`src/core/stzs_pkg.sv`:
```
package stzs_pkg;

  // ***************************************************************
  // Widths and constants
  // ***************************************************************
  localparam int unsigned EDC_W       = 16;
  localparam int unsigned ROM_SUM_W   = 32;
  localparam int unsigned RNG_BLK_W   = 64;
  localparam int unsigned KAT_COUNT   = 6;
  localparam int unsigned NV_ADDR_W   = 8;
  localparam int unsigned KEY_W       = 32;
  localparam logic [NV_ADDR_W-1:0] NV_LAST_ADDR = 8'hff;
  localparam logic [KAT_COUNT-1:0] KAT_ALL      = 6'h3f;
  localparam logic [KEY_W-1:0]     KEY_RESET    = 32'h0000_0000;
  localparam logic [RNG_BLK_W-1:0] BLK_RESET    = 64'h0000_0000_0000_0000;
  // Erase makes two passes: wipe, then overwrite
  localparam logic [7:0] NV_ERASE_PAT  = 8'h00;
  localparam logic [7:0] NV_FILL_PAT   = 8'hff;

  // ***************************************************************
  // Types
  // ***************************************************************
  typedef enum logic [2:0] {
    ST_RESUME = 3'b000,
    ST_SEED   = 3'b001,
    ST_KAT    = 3'b011,
    ST_CRC    = 3'b010,
    ST_RUN    = 3'b110,
    ST_ERASE  = 3'b111,
    ST_MUTE   = 3'b101
  } stzs_state_type;

  typedef struct packed {
    logic                 we;
    logic [NV_ADDR_W-1:0] addr;
    logic [7:0]           data;
  } stzs_nv_wr_type;

  typedef struct packed {
    logic                 valid;
    logic [RNG_BLK_W-1:0] block;
  } stzs_rng_type;

endpackage : stzs_pkg

```
`src/core/stzs_sequencer.sv`:
```
`timescale 1ns/100ps
`default_nettype none
// Behaviour
// - Key install or replace overwrites the stored key with a fresh random value.
// - Erase command wipes then overwrites the whole nonvolatile store.
// - Interrupted erase resumes at next power-on before any access.
// - Session key cleared on channel close or power loss.
// - Power-up takes fresh true-random seed and seed key.
// - Seed values volatile only, cleared at reset, never output.
// - Output blocked while any self-test runs.
// - Any test failure enters silent state ignoring commands.
// - Silent state left only by hard reset.
// - Each reset sends an answer-to-reset, then runs power-up tests.
// - No start-up path skips the self-tests.
// - Each algorithm test passes only when result equals stored answer.
// - Generator test seeds fixed values and compares stored result.
// - Nonvolatile firmware checked against stored 16-bit checksum.
// - Read-only firmware checked against stored 32-bit checksum.
// - First command runs only after all power-up tests pass.
// - Each generator output block compared against the previous block.
// - Loaded application authenticated; failure enters error state.
module stzs_sequencer
  import stzs_pkg::*;
(
  input  wire logic                  sys_clk,
  input  wire logic                  reset,
  input  wire logic                  erase_pending,
  output logic                       erase_pending_set,
  output logic                       erase_pending_clr,
  input  wire logic                  erase_cmd,
  output stzs_nv_wr_type             nv_wr,
  input  wire logic                  trng_ready,
  input  wire stzs_rng_type          trng,
  input  wire stzs_rng_type          drng,
  output logic                       drng_seed_load,
  output logic [RNG_BLK_W-1:0]       drng_seed_q,
  output logic [RNG_BLK_W-1:0]       drng_seed_key_q,
  input  wire logic                  kat_done,
  input  wire logic [KAT_COUNT-1:0]  kat_result_eq,
  input  wire logic                  crc_done,
  input  wire logic [EDC_W-1:0]      nv_edc_calc,
  input  wire logic [EDC_W-1:0]      nv_edc_stored,
  input  wire logic [ROM_SUM_W-1:0]  rom_sum_calc,
  input  wire logic [ROM_SUM_W-1:0]  rom_sum_stored,
  input  wire logic                  application_load_check,
  input  wire logic                  app_hmac_ok,
  input  wire logic                  key_install,
  output logic [KEY_W-1:0]           nv_key_q,
  input  wire logic                  channel_close,
  input  wire logic                  session_open,
  output logic [KEY_W-1:0]           session_key_q,
  input  wire logic                  apdu_pending,
  output logic                       apdu_exec,
  output logic                       atr_send,
  output logic                       out_enable,
  output logic                       mute
);

  // ***************************************************************
  // State
  // ***************************************************************
  stzs_state_type       state_q, state_d;
  logic [NV_ADDR_W-1:0] addr_q;
  logic                 pass_q;
  logic                 atr_done_q;
  logic [RNG_BLK_W-1:0] trng_prev_q, drng_prev_q;
  logic                 trng_seen_q, drng_seen_q;
  logic                 seed_half_q;

  // ***************************************************************
  // Decode
  // ***************************************************************
  wire kat_ok   = kat_done & (kat_result_eq == KAT_ALL);
  wire crc_ok   = (nv_edc_calc == nv_edc_stored)
                & (rom_sum_calc == rom_sum_stored);
  wire trng_rep = trng.valid & trng_seen_q & (trng.block == trng_prev_q);
  wire drng_rep = drng.valid & drng_seen_q & (drng.block == drng_prev_q);
  wire app_bad  = application_load_check & ~app_hmac_ok;
  wire rng_fail = trng_rep | drng_rep;
  wire fail     = rng_fail | app_bad
                | ((state_q == ST_KAT) & kat_done & ~kat_ok)
                | ((state_q == ST_CRC) & crc_done & ~crc_ok);
  wire erase_end = (addr_q == NV_LAST_ADDR) & pass_q;
  wire seed_take = (state_q == ST_SEED) & trng.valid & ~trng_rep;
  wire is_run    = (state_q == ST_RUN);

  // ***************************************************************
  // Sequencer
  // ***************************************************************
  always_comb begin
    state_d = state_q;
    unique case (state_q)
      ST_RESUME: state_d = erase_pending ? ST_ERASE : ST_SEED;
      ST_SEED:   if (seed_take & seed_half_q) state_d = ST_KAT;
      ST_KAT:    if (kat_done) state_d = ST_CRC;
      ST_CRC:    if (crc_done) state_d = ST_RUN;
      ST_RUN:    if (erase_cmd) state_d = ST_ERASE;
      ST_ERASE:  if (erase_end) state_d = ST_SEED;
      ST_MUTE:   state_d = ST_MUTE;
      default:   state_d = ST_MUTE;
    endcase
    if (fail) state_d = ST_MUTE;
  end

  always_ff @(posedge sys_clk) begin
    if (reset) state_q <= ST_RESUME;
    else       state_q <= state_d;
  end

  // ***************************************************************
  // Erase walk
  // ***************************************************************
  always_ff @(posedge sys_clk) begin
    if (reset) begin
      addr_q <= '0;
      pass_q <= 1'b0;
    end else if (state_q == ST_ERASE && !fail) begin
      addr_q <= addr_q + 1'b1;
      if (addr_q == NV_LAST_ADDR) pass_q <= ~pass_q;
    end else begin
      addr_q <= '0;
      pass_q <= 1'b0;
    end
  end

  // Marker stays set in nonvolatile flag until the overwrite pass ends
  always_ff @(posedge sys_clk) begin
    if (reset) begin
      nv_wr             <= '0;
      erase_pending_set <= 1'b0;
      erase_pending_clr <= 1'b0;
    end else begin
      nv_wr.we          <= (state_q == ST_ERASE);
      nv_wr.addr        <= addr_q;
      nv_wr.data        <= pass_q ? NV_FILL_PAT : NV_ERASE_PAT;
      erase_pending_set <= is_run & erase_cmd;
      erase_pending_clr <= (state_q == ST_ERASE) & erase_end;
    end
  end

  // ***************************************************************
  // Seeds, keys and generator history
  // ***************************************************************
  always_ff @(posedge sys_clk) begin
    if (reset) begin
      drng_seed_q     <= BLK_RESET;
      drng_seed_key_q <= BLK_RESET;
      seed_half_q     <= 1'b0;
      drng_seed_load  <= 1'b0;
    end else begin
      drng_seed_load <= seed_take & seed_half_q;
      if (seed_take) begin
        seed_half_q <= ~seed_half_q;
        if (seed_half_q) drng_seed_key_q <= trng.block;
        else             drng_seed_q     <= trng.block;
      end
    end
  end

  always_ff @(posedge sys_clk) begin
    if (reset) begin
      trng_prev_q <= BLK_RESET;
      drng_prev_q <= BLK_RESET;
      trng_seen_q <= 1'b0;
      drng_seen_q <= 1'b0;
    end else begin
      if (trng.valid) begin
        trng_prev_q <= trng.block;
        trng_seen_q <= 1'b1;
      end
      if (drng.valid) begin
        drng_prev_q <= drng.block;
        drng_seen_q <= 1'b1;
      end
    end
  end

  // Key takes a fresh random block; old value is gone in the same edge
  always_ff @(posedge sys_clk) begin
    if (reset) begin
      nv_key_q      <= KEY_RESET;
      session_key_q <= KEY_RESET;
    end else begin
      if (is_run & key_install & drng.valid & ~drng_rep)
        nv_key_q <= drng.block[KEY_W-1:0];
      if (channel_close | ~is_run)
        session_key_q <= KEY_RESET;
      else if (session_open & drng.valid & ~drng_rep)
        session_key_q <= drng.block[KEY_W-1:0];
    end
  end

  // ***************************************************************
  // Output gating
  // ***************************************************************
  always_ff @(posedge sys_clk) begin
    if (reset) begin
      atr_done_q <= 1'b0;
      atr_send   <= 1'b0;
      apdu_exec  <= 1'b0;
      out_enable <= 1'b0;
      mute       <= 1'b0;
    end else begin
      atr_done_q <= 1'b1;
      atr_send   <= ~atr_done_q;
      // Held commands wait in the reader link until the run state
      apdu_exec  <= is_run & ~fail & ~erase_cmd & apdu_pending;
      out_enable <= is_run & ~fail;
      mute       <= (state_d == ST_MUTE);
    end
  end
endmodule : stzs_sequencer
`default_nettype wire

```
`config.mk`:
```
export PLATFORM = sky130hd
export DESIGN_NAME = stzs_sequencer
export DESIGN_NICKNAME = d
export VERILOG_FILES = /design/src/core/stzs_pkg.sv /design/src/core/stzs_sequencer.sv
export SDC_FILE = /design/constraint.sdc
export NUM_CORES = 1
export LEC_CHECK = 0
export ABC_AREA = 1
export BUFFER_PORTS_ARGS = -buffer_cell sky130_fd_sc_hd__buf_2
export CELL_PAD_IN_SITES_DETAIL_PLACEMENT = 0
export CELL_PAD_IN_SITES_GLOBAL_PLACEMENT = 1
export CORE_MARGIN = 2
export CORE_UTILIZATION = 37
export CTS_BUF_LIST = sky130_fd_sc_hd__clkbuf_4 sky130_fd_sc_hd__clkbuf_8
export CTS_CLUSTER_SIZE = 24
export DETAILED_ROUTE_END_ITERATION = 8
export PLACE_DENSITY_LB_ADDON = 0.1
export REMOVE_ABC_BUFFERS = 1
export SYNTH_ARGS = -nofsm -noshare
export SYNTH_HDL_FRONTEND = slang
export SYNTH_SLANG_ARGS = --single-unit
```
`constraint.sdc`:
```
create_clock -name sys_clk -period 1.8 [get_ports sys_clk]
set_input_delay 0.27 -clock sys_clk [delete_from_list [all_inputs] [get_ports sys_clk]]
set_output_delay 0.27 -clock sys_clk [all_outputs]
set_load 0.005 [all_outputs]
```
# After elaboration in Yosys (flattened, before gate mapping)
# Cells that the tools add are included.
# classes
n_addsub,1
mul,0
div_mod_pow,0
magnitude_cmp,0
n_eq_ne,12
shifts,0
muxes,10
n_bitwise,42
reduce_logical,7
# op_table
op,n
equality test 64 bit,2
equality test 32 bit,1
AND 1 bit,25
two-way mux 3 bit,7
case mux 3 bit (6 select lines),1
equality test 16 bit,1
inverter 1 bit,12
equality test 3 bit (second input constant),3
adder 8 x 1 -> 8 bit (second input constant),1
equality test 8 bit (second input constant),1
two-way mux 8 bit,1
equality test 3 x 2 -> 1 bit (second input constant),2
equality test 6 bit (second input constant),1
bitwise OR 1 bit,5
AND reduction 2 bit,2
OR reduction 2 bit,2
equality test 3 x 1 -> 1 bit (second input constant),1
logical NOT 3 bit,1
logical AND 1 bit,1
logical NOT 1 bit,1
two-way mux 1 bit,1
# totals
ff_bits,360
latch_bits,0
ram_bits,0
rom_bits,0
input_bits,245
out_inout_bits,216
elab_cells,95
n_memories,0

# Longest topological paths before layout
# Gate-level depths: netlist of run 1.
# depth
depth_word,10
depth_mapped,15
depth_no_buf,14

# Worst setup path before layout of run 1
# OpenSTA, ideal clock, no wires.
# synth_timing
kind,register to register
startpoint,reg addr_q[0]
endpoint,reg state_q[1]
setup_time_ps,128
arrival_ps,1478
required_time_ps,1672
path_slack_ps,195
stages_incl_launch_ff,10
path_buffers,0
period_less_slack_ps,1605
cell_sequence,dfxtp_1 ha_1 nand2_1 nor3_1 nand4_1 nor3_1 o21a_1 nand2_1 nand2_1 nor2_1
# synth_between
elab_chain_len,5
# synth_rtl
item,line,text
from (decl),stzs_sequencer.sv:63,logic [NV_ADDR_W-1:0] addr_q;
from (signal assigned),stzs_sequencer.sv:118,addr_q <= addr_q + 1'b1;
equality test 8 bit,stzs_sequencer.sv:83,wire erase_end = (addr_q == NV_LAST_ADDR) & pass_q;
AND 1 bit,stzs_sequencer.sv:83,
two-way mux 3 bit,stzs_sequencer.sv:98,ST_ERASE: if (erase_end) state_d = ST_SEED;
case mux 3 bit (6 select lines),stzs_sequencer.sv:92,unique case (state_q)
two-way mux 3 bit,stzs_sequencer.sv:102,if (fail) state_d = ST_MUTE;
to (signal assigned),stzs_sequencer.sv:107,else state_q <= state_d;
to (decl),stzs_sequencer.sv:62,"stzs_state_type state_q, state_d;"
# No other way between the ends.
# A chain may end at the register's enable or synchronous reset.

# Final worst setup path of run 1
# layout_timing
startpoint,in trng[53] (netlist name)
endpoint,reg drng_seed_key_q[57]
# layout_between
elab_chain_len,5
# layout_rtl
item,line,text
from (decl),stzs_sequencer.sv:33,"input wire stzs_rng_type trng,"
equality test 64 bit,stzs_sequencer.sv:76,wire trng_rep = trng.valid & trng_seen_q & (trng.block == trng_prev_q);
AND 1 bit,stzs_sequencer.sv:76,
inverter 1 bit,stzs_sequencer.sv:84,wire seed_take = (state_q == ST_SEED) & trng.valid & ~trng_rep;
AND 1 bit,stzs_sequencer.sv:84,
AND reduction 2 bit (no source line),n/a,
to (signal assigned),stzs_sequencer.sv:154,if (seed_half_q) drng_seed_key_q <= trng.block;
to (decl),stzs_sequencer.sv:37,"output logic [RNG_BLK_W-1:0] drng_seed_key_q,"
# No other way between the ends.

==> run metrics, run 1 <==
fin crit period 2130 ps; Pleak 12.9 nW; clk slew on worst S/H paths 70 ps; Port Buf Inserts 459; core area 43200 sq um; Area growth syn-to-layout 59.7%; routed len/inst 16.0 microns; list of most frequent post-synthesis cells nand2_1, nor2_1, dfxtp_1, inv_1, a21oi_1; Synth warnings 0; H-tree levels 2; DPL Wire Length 37500 microns; total wire length 62100 microns; FF+latch count, synth 353; Max Slew Vio Count 0; grt ovf 0; sequential-to-total area share from yosys stat 0.436; Slowest-stage cell, CP dlygate4sd3_1; Top FF cell, synth dfxtp_1; Crit path buffers/inverters 6; Least-Margin Pin Slew 981 ps; die area 45500 sq um; first-pass GRT wire length 92000 microns; DR pass1 iterations 5; Post-route DRC 0; Die H 213 microns; MaxCap Viol Count 0; average cell area after synthesis 6.57 sq um; CTS tree done; First DRT Iteration DRCs 955; IO Count 461; worst reg-to-reg path cell count 16; placement-stage cell area 20300 sq um; maximum fanout along the worst path 10; slowest stage delay, CP 620 ps; clock skew 14.0 ps; PwrDens 778 nW/um^2; synth unique cells 30; violations in the final reports negative setup slack; largest net degree at the start of global routing 109; CTS buffer count 60; f_max 469 MHz; post-synth top area share 0.436; leading cell type by number of instances after synthesis nand2_1; EDFF count, synth 0; Total GRT Usage 0.258; Setup Crit Path Kind in -> reg; number of global-route vias before repair 17400; asr flop ratio synth 0; Hold Path End state_q[2]; clock latency on the worst-skew pair 660 ps; vias per cell 4.64; Max VDD drop 0.000637 V; Final GP Congestion 0.924; PnR worst setup slack -334 ps; final core occ 0.600; Die Span X 213 microns; Worst R2R Setup Slack -310 ps; Mapped Area 16200 sq um; Starting Density 0.376; Crit path top cell by count nand2_1; Worst Setup Start Kind primary input; Crit path arrival time 2690 ps; post-synthesis cell type with the largest combined area dfxtp_1; Mapped Cells 2468; RSZ-0062 raised after global routing yes; endpoints failing hold 0; outcome finished, violations left; post-route ant nets 0; Final Cell Area 25900 sq um; placed cells 3569; # clock sinks 353; Worst Hold Path Cells 5; delay-heaviest family, CP buffers and inverters; Required @ worst endpoint 2350 ps; via count 18000; Critical R2R Launch trng_prev_q[10]; Tcrit/Tclk final 1.19; Hold Path Class in -> reg; CP Cell Sequence buf_2 > dlygate4sd3_1 > inv_2 > o21ai_0 > nor2_1 > nand2_1 > nor2_1 > nand2_1 > nor2_2 > nand3_2 > buf_6 > nand3_4 > nor2_4 > buf_12 > buf_12 > nand2_1 > nand2_1; r2r endpoint drng_seed_key_q[57]; CTS Root Cell clkbuf_8; Layout Cells excl Fill 3884; setup violators final 207; Slew headroom 0.346; NumNets Final 3488; initial antenna violation count 7; Setup crit end kind register; top post-synthesis cells by area dfxtp_1, nand2_1, nor2_1; share of cells above drive strength 1 0.360; Longest Clk Path Bufs 3; total power 20.2 mW; Min-Delay Startpoint crc_done; FP Rows 76
-- routing by layer --
layer	vias up	GRT usage	wire length (microns)
met5	-	0	17
met3	118	0.0617	3800
met1	8236	0.326	26800
met2	466	0.433	29700
li1	9184	-	-
met4	2	0.0855	1750
-- logic make-up after synthesis --
group,count (synthesis),synth area share
adder cells (fa/ha/maj),1,0.000771
AND/OR/NAND/NOR,1290,0.318
XOR/XNOR,71,0.0383
AO/OA/AOI/OAI,322,0.0996
flip-flops,353,0.436
buffers and inverters,431,0.108
-- registers in the layout, indices dropped and copies added (netlist names), 3 cells and up --
name,flops
state_q,3
drng_prev_q,64
nv_key_q,32
trng_prev_q,64
drng_seed_key_q,64
session_key_q,32
addr_q,8
drng_seed_q,64
nv_wr,10
-- report_power, final --
part / switching [mW] / leakage (nW) / internal (mW) / total, mW
sequential: 0.221 / 2.89 / 8.19 / 8.41
clock: 3.54 / 0.748 / 4.72 / 8.26
combinational: 1.82 / 9.27 / 1.68 / 3.49
total: 5.58 / 12.9 / 14.6 / 20.2
-- tightest hold or removal path, cell delays in order --
cell and delay (ps):
buf_2 90, nand2_1 60, nand3_1 90, nor2_1 50, a21oi_2 120
-- through the flow --
step	TNS [ps]	setup WS, ps	hold WS, ps
final	-44500	-334	67.0
after global routing	-63180	-410	25.3
after CTS	-30560	-233	5.43
after detailed placement	-70360	-433	376
after global placement	-66800	-406	374
after floorplan	-863110	-3780	337
-- repair_timing --
action,in CTS,in global routing
hold buffers,133,2
resized for setup,208,289
endpoints found under the setup margin,209,209
pin swaps,29,113
buffers inserted,25,9
hold endpoints to repair,267,2
gates cloned,26,11
-- layout by cell type, fill, tap and decap left out, drive strengths merged, types with 2 or more instances in the layout --
master / Yosys / final
nor3: 8 / 8
o21ai: 143 / 143
clkbuf: 56 / 107
xnor2: 59 / 59
nand4: 18 / 18
bufinv: 0 / 2
nor4: 2 / 2
nor2: 389 / 389
nor2b: 2 / 2
nand3b: 5 / 5
dfxtp: 353 / 353
dlymetal6s4s: 0 / 2
nand3: 145 / 145
nand2: 710 / 710
inv: 307 / 308
xor2: 12 / 12
a21oi: 177 / 177
and2: 4 / 4
diode: 0 / 6
or2: 7 / 7
dlygate4sd3: 0 / 132
clkinv: 0 / 12
buf: 68 / 693
-- area by class of cell --
| type | instances | area (sq um) |
|---|---|---|
| multi-input cells | 1684 | 8870 |
| flip-flops and latches | 353 | 7090 |
| repair buffers | 836 | 6640 |
| diodes | 6 | 15.0 |
| clock buffers | 98 | 1260 |
| fillers | 4014 | 17300 |
| well taps | 585 | 732 |
| clock inverters | 15 | 129 |
| inverters | 307 | 1160 |
-- worst max path at each step --
stage / start / end / slack, ps / cells past startpoint
floorplan: reset / session_key_q[0] / -3780 / 5
global placement: trng[10] / drng_seed_key_q[4] / -410 / 15
detailed placement: trng[10] / drng_seed_q[3] / -430 / 16
CTS: trng_prev_q[10] / drng_seed_key_q[24] / -230 / 16
global route: trng_prev_q[21] / drng_seed_key_q[10] / -410 / 16
finish: trng[53] / drng_seed_key_q[57] / -330 / 17
No activity file was read; power rests on OpenSTA's default activity.
==> run 2: changes to the inputs <==
- PLACE_DENSITY: not set -> 0.81
- PLACE_DENSITY_LB_ADDON: 0.1 -> not set
==> run 2 against run 1 <==
Effect of this change:
- the flow still finishes with violations (negative setup slack)
- global-route usage down 0.86 points
- first-iteration DRC count grew 22%
- clock skew up 15 ps
- flip-flop and latch count did not move
- clock power is 8.6% lower
- critical path depth rose by 1
- core utilization shrank 1.0 points
- via count grew 1.9%
- cell area decreased by 1.7%
- critical endpoint is now drng_seed_q[49]
- largest cell class unchanged
==> run metrics, run 2 (synthesized netlist as in run 1, its figures left out) <==
clock network power share 0.389 (was 0.410); Post-route DRC 0 (unchanged); clock skew 28.8 ps (was 14.0 ps); IO Count 461 (unchanged); initial antenna violation count 7 (unchanged); FP Rows 76 (unchanged); violations in the final reports negative setup slack (unchanged); Slew headroom 0.630 (was 0.346); DPL Wire Length 38200 microns (was 37500 microns); Required @ worst endpoint 2340 ps (was 2350 ps); Slowest-stage cell, CP dlygate4sd3_1 (unchanged); final hold slack 34.1 ps (was 67.0 ps); Die Span X 213 microns (unchanged); busiest grt layer met2 (unchanged); Crit path top cell by count nand2_1 (unchanged); PnR worst setup slack -300 ps (was -334 ps); Hold Path Class in -> reg (unchanged); NumNets Final 3488 (unchanged); CTS buffer count 60 (unchanged); Port Buf Inserts 459 (unchanged); slowest stage delay, CP 710 ps (was 620 ps); fillcell total 4040 (was 4014); CP Cell Sequence buf_2 > dlygate4sd3_1 > inv_1 > nand2_1 > nand2_1 > nor2_1 > nand2_1 > nor2_1 > nand2_1 > nor2_2 > nand3_2 > buf_6 > nand3_4 > buf_12 > clkbuf_16 > nand2_4 > nand2_1 > nor2_1 (was buf_2 > dlygate4sd3_1 > inv_2 > o21ai_0 > nor2_1 > nand2_1 > nor2_1 > nand2_1 > nor2_2 > nand3_2 > buf_6 > nand3_4 > nor2_4 > buf_12 > buf_12 > nand2_1 > nand2_1); post-route ant nets 0 (unchanged); met2 Use GR 0.419 (was 0.433); CTS Root Cell clkbuf_8 (unchanged); Final GP Congestion 0.917 (was 0.924); GR Layer Usage met1 0.315 (was 0.326); Area growth syn-to-layout 56.9% (was 59.7%); Post-Place Setup Slack -401 ps (was -433 ps); PwrDens 761 nW/um^2 (was 778 nW/um^2); Least-Margin Pin Slew 555 ps (was 981 ps); Int Power 14.1 mW (was 14.6 mW); core area 43200 sq um (unchanged); First DRT Iteration DRCs 1167 (was 955); # clock sinks 353 (unchanged); endpoints failing hold 0 (unchanged); Die H 213 microns (unchanged); met3 usage 0.0583 (was 0.0617); Starting Density 0.376 (unchanged); Setup crit end kind register (unchanged); clk slew on worst S/H paths 60 ps (was 70 ps); Longest Clk Path Bufs 3 (unchanged); share of cells above drive strength 1 0.357 (was 0.360); DR pass1 iterations 5 (unchanged); combinational group share of total power 0.176 (was 0.173); commonest non-fill, non-tap cell in the layout nand2_1 (unchanged); maximum fanout along the worst path 7 (was 10); first-pass GRT wire length 89600 microns (was 92000 microns); outcome finished, violations left (unchanged); number of global-route vias before repair 17300 (was 17400); P_sw 5.33 mW (was 5.58 mW); via count 18400 (was 18000); Total GRT Usage 0.249 (was 0.258); Tcrit/Tclk final 1.17 (was 1.19); Crit path arrival time 2640 ps (was 2690 ps); Max Slew Vio Count 0 (unchanged); CTS tree done (unchanged); MaxCap Viol Count 0 (unchanged); H-tree levels 2 (unchanged); sw frac 0.275 (was 0.277); f_max 476 MHz (was 469 MHz); Setup Crit Path Kind in -> reg (unchanged); setup violators final 209 (was 207); Pleak 12.9 nW (about the same); Worst Setup Start Kind primary input (unchanged); Reg power frac 0.435 (was 0.417); Max VDD drop 0.000642 V (was 0.000637 V); RSZ-0062 raised after global routing yes (unchanged); grt ovf 0 (unchanged); die area 45500 sq um (unchanged); clock latency on the worst-skew pair 650 ps (was 660 ps); largest net degree at the start of global routing 96 (was 109); routed len/inst 15.9 microns (was 16.0 microns); total wire length 61700 microns (was 62100 microns); vias per cell 4.74 (was 4.64); fin crit period 2100 ps (was 2130 ps); most frequent cells in the layout nand2_1, buf_2, nor2_1, dfxtp_1, inv_1 (was nand2_1, buf_2, dfxtp_1, nor2_1, inv_1)
run 2: worst paths after layout:
| check | start | slack (ps) | cells after the start | end |
|---|---|---|---|---|
| hold reg to reg | atr_done_q | 390 | 1 | atr_send |
| setup / recovery | trng[13] | -300 | 18 | drng_seed_q[49] |
| hold / removal | trng[33] | 30 | 4 | trng_prev_q[33] |
| setup reg to reg | trng_prev_q[12] | -230 | 17 | drng_seed_q[49] |
run 2: area by class of cell:
cell class	instances	area [sq um]	area share
multi-input cells	1684	8700	0.342
flip-flops and latches	353	7120	0.279
repair buffers	836	6510	0.256
clock buffers	94	1170	0.0459
inverters	307	1160	0.0456
well taps	585	732	0.0287
clock inverters	6	60.1	0.00236
diodes	6	15.0	0.000590
run 2: critical path, delay by kind of cell:
family        cells  cell delay (ps)
buf+inv           6             1410
simple gates     12              940
run 2: timing repair:
item / 4_1_cts / 5_1_grt
setup endpoints to repair: 209 / 209
endpoints found under the hold margin: 269 / 4
gates resized for setup: 165 / 313
hold buffers: 133 / 2
pin swaps: 27 / 140
gates cloned: 21 / 16
buffers inserted: 29 / 2
run 2: power by group through the flow:
stage               Clock [mW]  Combinational, mW  Sequential [mW]
floorplan                    0               1.36             8.54
global placement             0               2.60             8.54
detailed placement           0               2.64             8.56
CTS                       7.71               3.17             8.40
global route              8.02               3.77             8.47
finish                    7.55               3.41             8.43
run 2: per-stage QoR:
step | std cells | util | total power [mW] | cell area, sq um | TNS (ps)
floorplan | 2344 | - | 9.90 | 15600 | -863110
global placement | 3574 | 0.470 | 11.1 | 20300 | -56370
detailed placement | 3574 | 0.470 | 11.2 | 20300 | -57000
CTS | 3856 | 0.561 | 19.3 | 24200 | -30260
global route | 3868 | 0.590 | 20.3 | 25500 | -57690
finish | 3871 | 0.590 | 19.4 | 25500 | -39730
run 2: per-layer routing:
metal | vias to the layer above | part of all wire
met2 | 577 | 0.48
met5 | - | 0.00050
met3 | 109 | 0.072
met1 | 8499 | 0.43
met4 | 4 | 0.027
li1 | 9167 | -
==> run 3: changes to the inputs <==
- CORE_UTILIZATION: 37 -> 38
- PLACE_DENSITY: 0.81 -> 0.83
- clock period: 1.8 -> 2.7 ns (I/O delays scaled with it)
==> run 3 against run 2 <==
Effect of this change:
- the run now ends clean
- combinational power is 51% lower
- die area is 2.6% lower
- critical path depth is 3 lower
- non-clock buffer count is 253 lower
- clock power is 31% lower
- cell area is 17% lower
- via count is 9.1% lower
- global-route usage is 2.6 points lower
- flip-flop and latch count stayed put
- core utilization is 8.6 points lower
==> run metrics, run 3 (synthesized netlist as in run 1, its figures left out) <==
Worst Setup Start Kind primary input (unchanged); post-route ant nets 0 (unchanged); Setup Crit Path Kind in -> reg (unchanged); Post-Place Setup Slack -70.9 ps (was -401 ps); placement-stage cell area 19100 sq um (was 20300 sq um); first-pass GRT wire length 80200 microns (was 89600 microns); NumNets Final 3237 (was 3488); PnR worst setup slack 174 ps (was -300 ps); Max Slew Vio Count 0 (unchanged); setup TNS 0 ps (was -39730 ps); Crit path top cell by count nand2_1 (unchanged); Pleak 11.0 nW (was 12.9 nW); Area growth syn-to-layout 30.6% (was 56.9%); Slew headroom 0.252 (was 0.630); total wire length 50800 microns (was 61700 microns); commonest non-fill, non-tap cell in the layout nand2_1 (unchanged); vias per cell 4.66 (was 4.74); Max VDD drop 0.000409 V (was 0.000642 V); clk slew on worst S/H paths 60 ps (about the same); endpoints failing hold 0 (unchanged); number of global-route vias before repair 15800 (was 17300); Longest Clk Path Bufs 3 (unchanged); H-tree levels 2 (unchanged); Post-CTS Resized 0 (was 165); FP Rows 75 (was 76); outcome completed (was finished, violations left); First DRT Iteration DRCs 1167 (unchanged); setup violators final 0 (was 209); total power 12.5 mW (was 19.4 mW); Crit path buffers/inverters 4 (was 6); slowest stage delay, CP 670 ps (was 710 ps); # clock sinks 353 (unchanged); share of cells above drive strength 1 0.212 (was 0.357); Starting Density 0.386 (was 0.376); initial antenna violation count 12 (was 7); Hold Path Class in -> reg (unchanged); Die H 211 microns (was 213 microns); Worst R2R Setup Slack 250 ps (was -230 ps); RSZ-0062 raised after global routing no (was yes); Port Buf Inserts 459 (unchanged); launch point of the worst path trng[12] (was trng[13]); Tcrit/Tclk final 0.936; f_max 396 MHz; worst reg-to-reg path cell count 13 (was 17); Post-CTS Setup Bufs 0 (was 29); IO Count 461 (unchanged); via count 16700 (was 18400); Required @ worst endpoint 3280 ps (was 2340 ps); DPL Wire Length 35700 microns (was 38200 microns); Total GRT Usage 0.223 (was 0.249); PwrDens 590 nW/um^2 (was 761 nW/um^2); largest net degree at the start of global routing 93 (was 96); Critical R2R Launch trng_prev_q[12] (unchanged); Crit path arrival time 3110 ps (was 2640 ps); Min-Delay Startpoint trng[51] (was trng[33]); final hold slack 49.9 ps (was 34.1 ps); maximum fanout along the worst path 66 (was 7); clock skew 22.6 ps (was 28.8 ps); fin crit period 2530 ps; Slowest-stage cell, CP buf_4 (was dlygate4sd3_1); CTS buffer count 61 (was 60); CTS Root Cell clkbuf_8 (unchanged); r2r endpoint drng_seed_key_q[58] (was drng_seed_q[49]); CP Cell Sequence dlygate4sd3_1 > buf_2 > inv_2 > nand2_1 > nand2_1 > nor2_1 > nand2_1 > nor2_1 > nand2_1 > nor2_1 > nand3_2 > nand3_4 > buf_4 > nand3_1 > nand2_1 (was buf_2 > dlygate4sd3_1 > inv_1 > nand2_1 > nand2_1 > nor2_1 > nand2_1 > nor2_1 > nand2_1 > nor2_2 > nand3_2 > buf_6 > nand3_4 > buf_12 > clkbuf_16 > nand2_4 > nand2_1 > nor2_1); Setup crit end kind register (unchanged); grt ovf 0 (unchanged); DR pass1 iterations 5 (unchanged); routed len/inst 14.2 microns (was 15.9 microns); Final Cell Area 21200 sq um (was 25500 sq um); placed cells 3392 (was 3574); most frequent cells in the layout nand2_1, buf_2, nor2_1, dfxtp_1, inv_1 (unchanged); Die Span X 211 microns (was 213 microns); clock latency on the worst-skew pair 650 ps (about the same); Least-Margin Pin Slew 1120 ps (was 555 ps); Worst Hold Path Cells 3 (was 4); Post-route DRC 0 (unchanged); Final GP Congestion 0.896 (was 0.917); core area 42000 sq um (was 43200 sq um); Hold Path End drng_seed_q[51] (was trng_prev_q[33]); final core occ 0.504 (was 0.590); delay-heaviest family, CP buffers and inverters (unchanged); die area 44400 sq um (was 45500 sq um); CTS tree done (unchanged); Layout Cells excl Fill 3579 (was 3871); MaxCap Viol Count 0 (unchanged)
run 3: cell types whose count changed in the layout (fill, tap and decap cells not counted), moves of 21 or more:
cell / before / now
nor2_2: 38 / 3
dfxtp_1: 314 / 353
a21oi_2: 48 / 0
a21oi_1: 120 / 177
nand3_2: 31 / 3
nand3_1: 104 / 140
dfxtp_2: 39 / 0
buf_4: 167 / 46
nand2_2: 110 / 0
dlygate4sd3_1: 131 / 74
nor2_1: 340 / 385
nand2_1: 570 / 710
nand2_4: 30 / 0
buf_12: 27 / 6
run 3: tightest hold or removal path, stage by stage:
cell and delay (ps):
buf_2 120, nor2_1 50, nor2_1 80
run 3: cell type report:
| cell class | instances | area (sq um) |
|---|---|---|
| Fill cell | 4227 | 20900 |
| Multi-Input combinational cell | 1685 | 7460 |
| Tap cell | 539 | 674 |
| Antenna cell | 5 | 12.5 |
| Clock buffer | 95 | 1190 |
| Timing Repair Buffer | 583 | 3490 |
| Sequential cell | 353 | 7070 |
| Inverter | 307 | 1160 |
| Clock inverter | 12 | 120 |
run 3: how the worst max path moves through the flow:
stage / to / cells past startpoint
2_1_floorplan: session_key_q[0] / 5
3_3_place_gp: drng_seed_key_q[42] / 9
3_5_place_dp: drng_seed_key_q[45] / 14
4_1_cts: drng_seed_key_q[41] / 15
5_1_grt: drng_seed_key_q[17] / 15
6_report: drng_seed_key_q[58] / 15
run 3: metal layers:
layer  wire length, microns  track usage
met5                     84            0
met4                    953       0.0585
met3                   3790       0.0672
met2                  23200        0.372
met1                  22800        0.282
run 3: what timing repair did:
action | 4_1_cts | 5_1_grt
hold buffers | 74 | 0
setup endpoints to repair | 0 | 19
hold endpoints to repair | 98 | 0
run 3: power breakdown:
group          leakage (nW)  total, mW  internal (mW)  switching, mW
Clock                 0.707       5.23           2.99           2.24
Sequential             2.89       5.60           5.46          0.143
Combinational          7.43       1.67          0.712          0.953
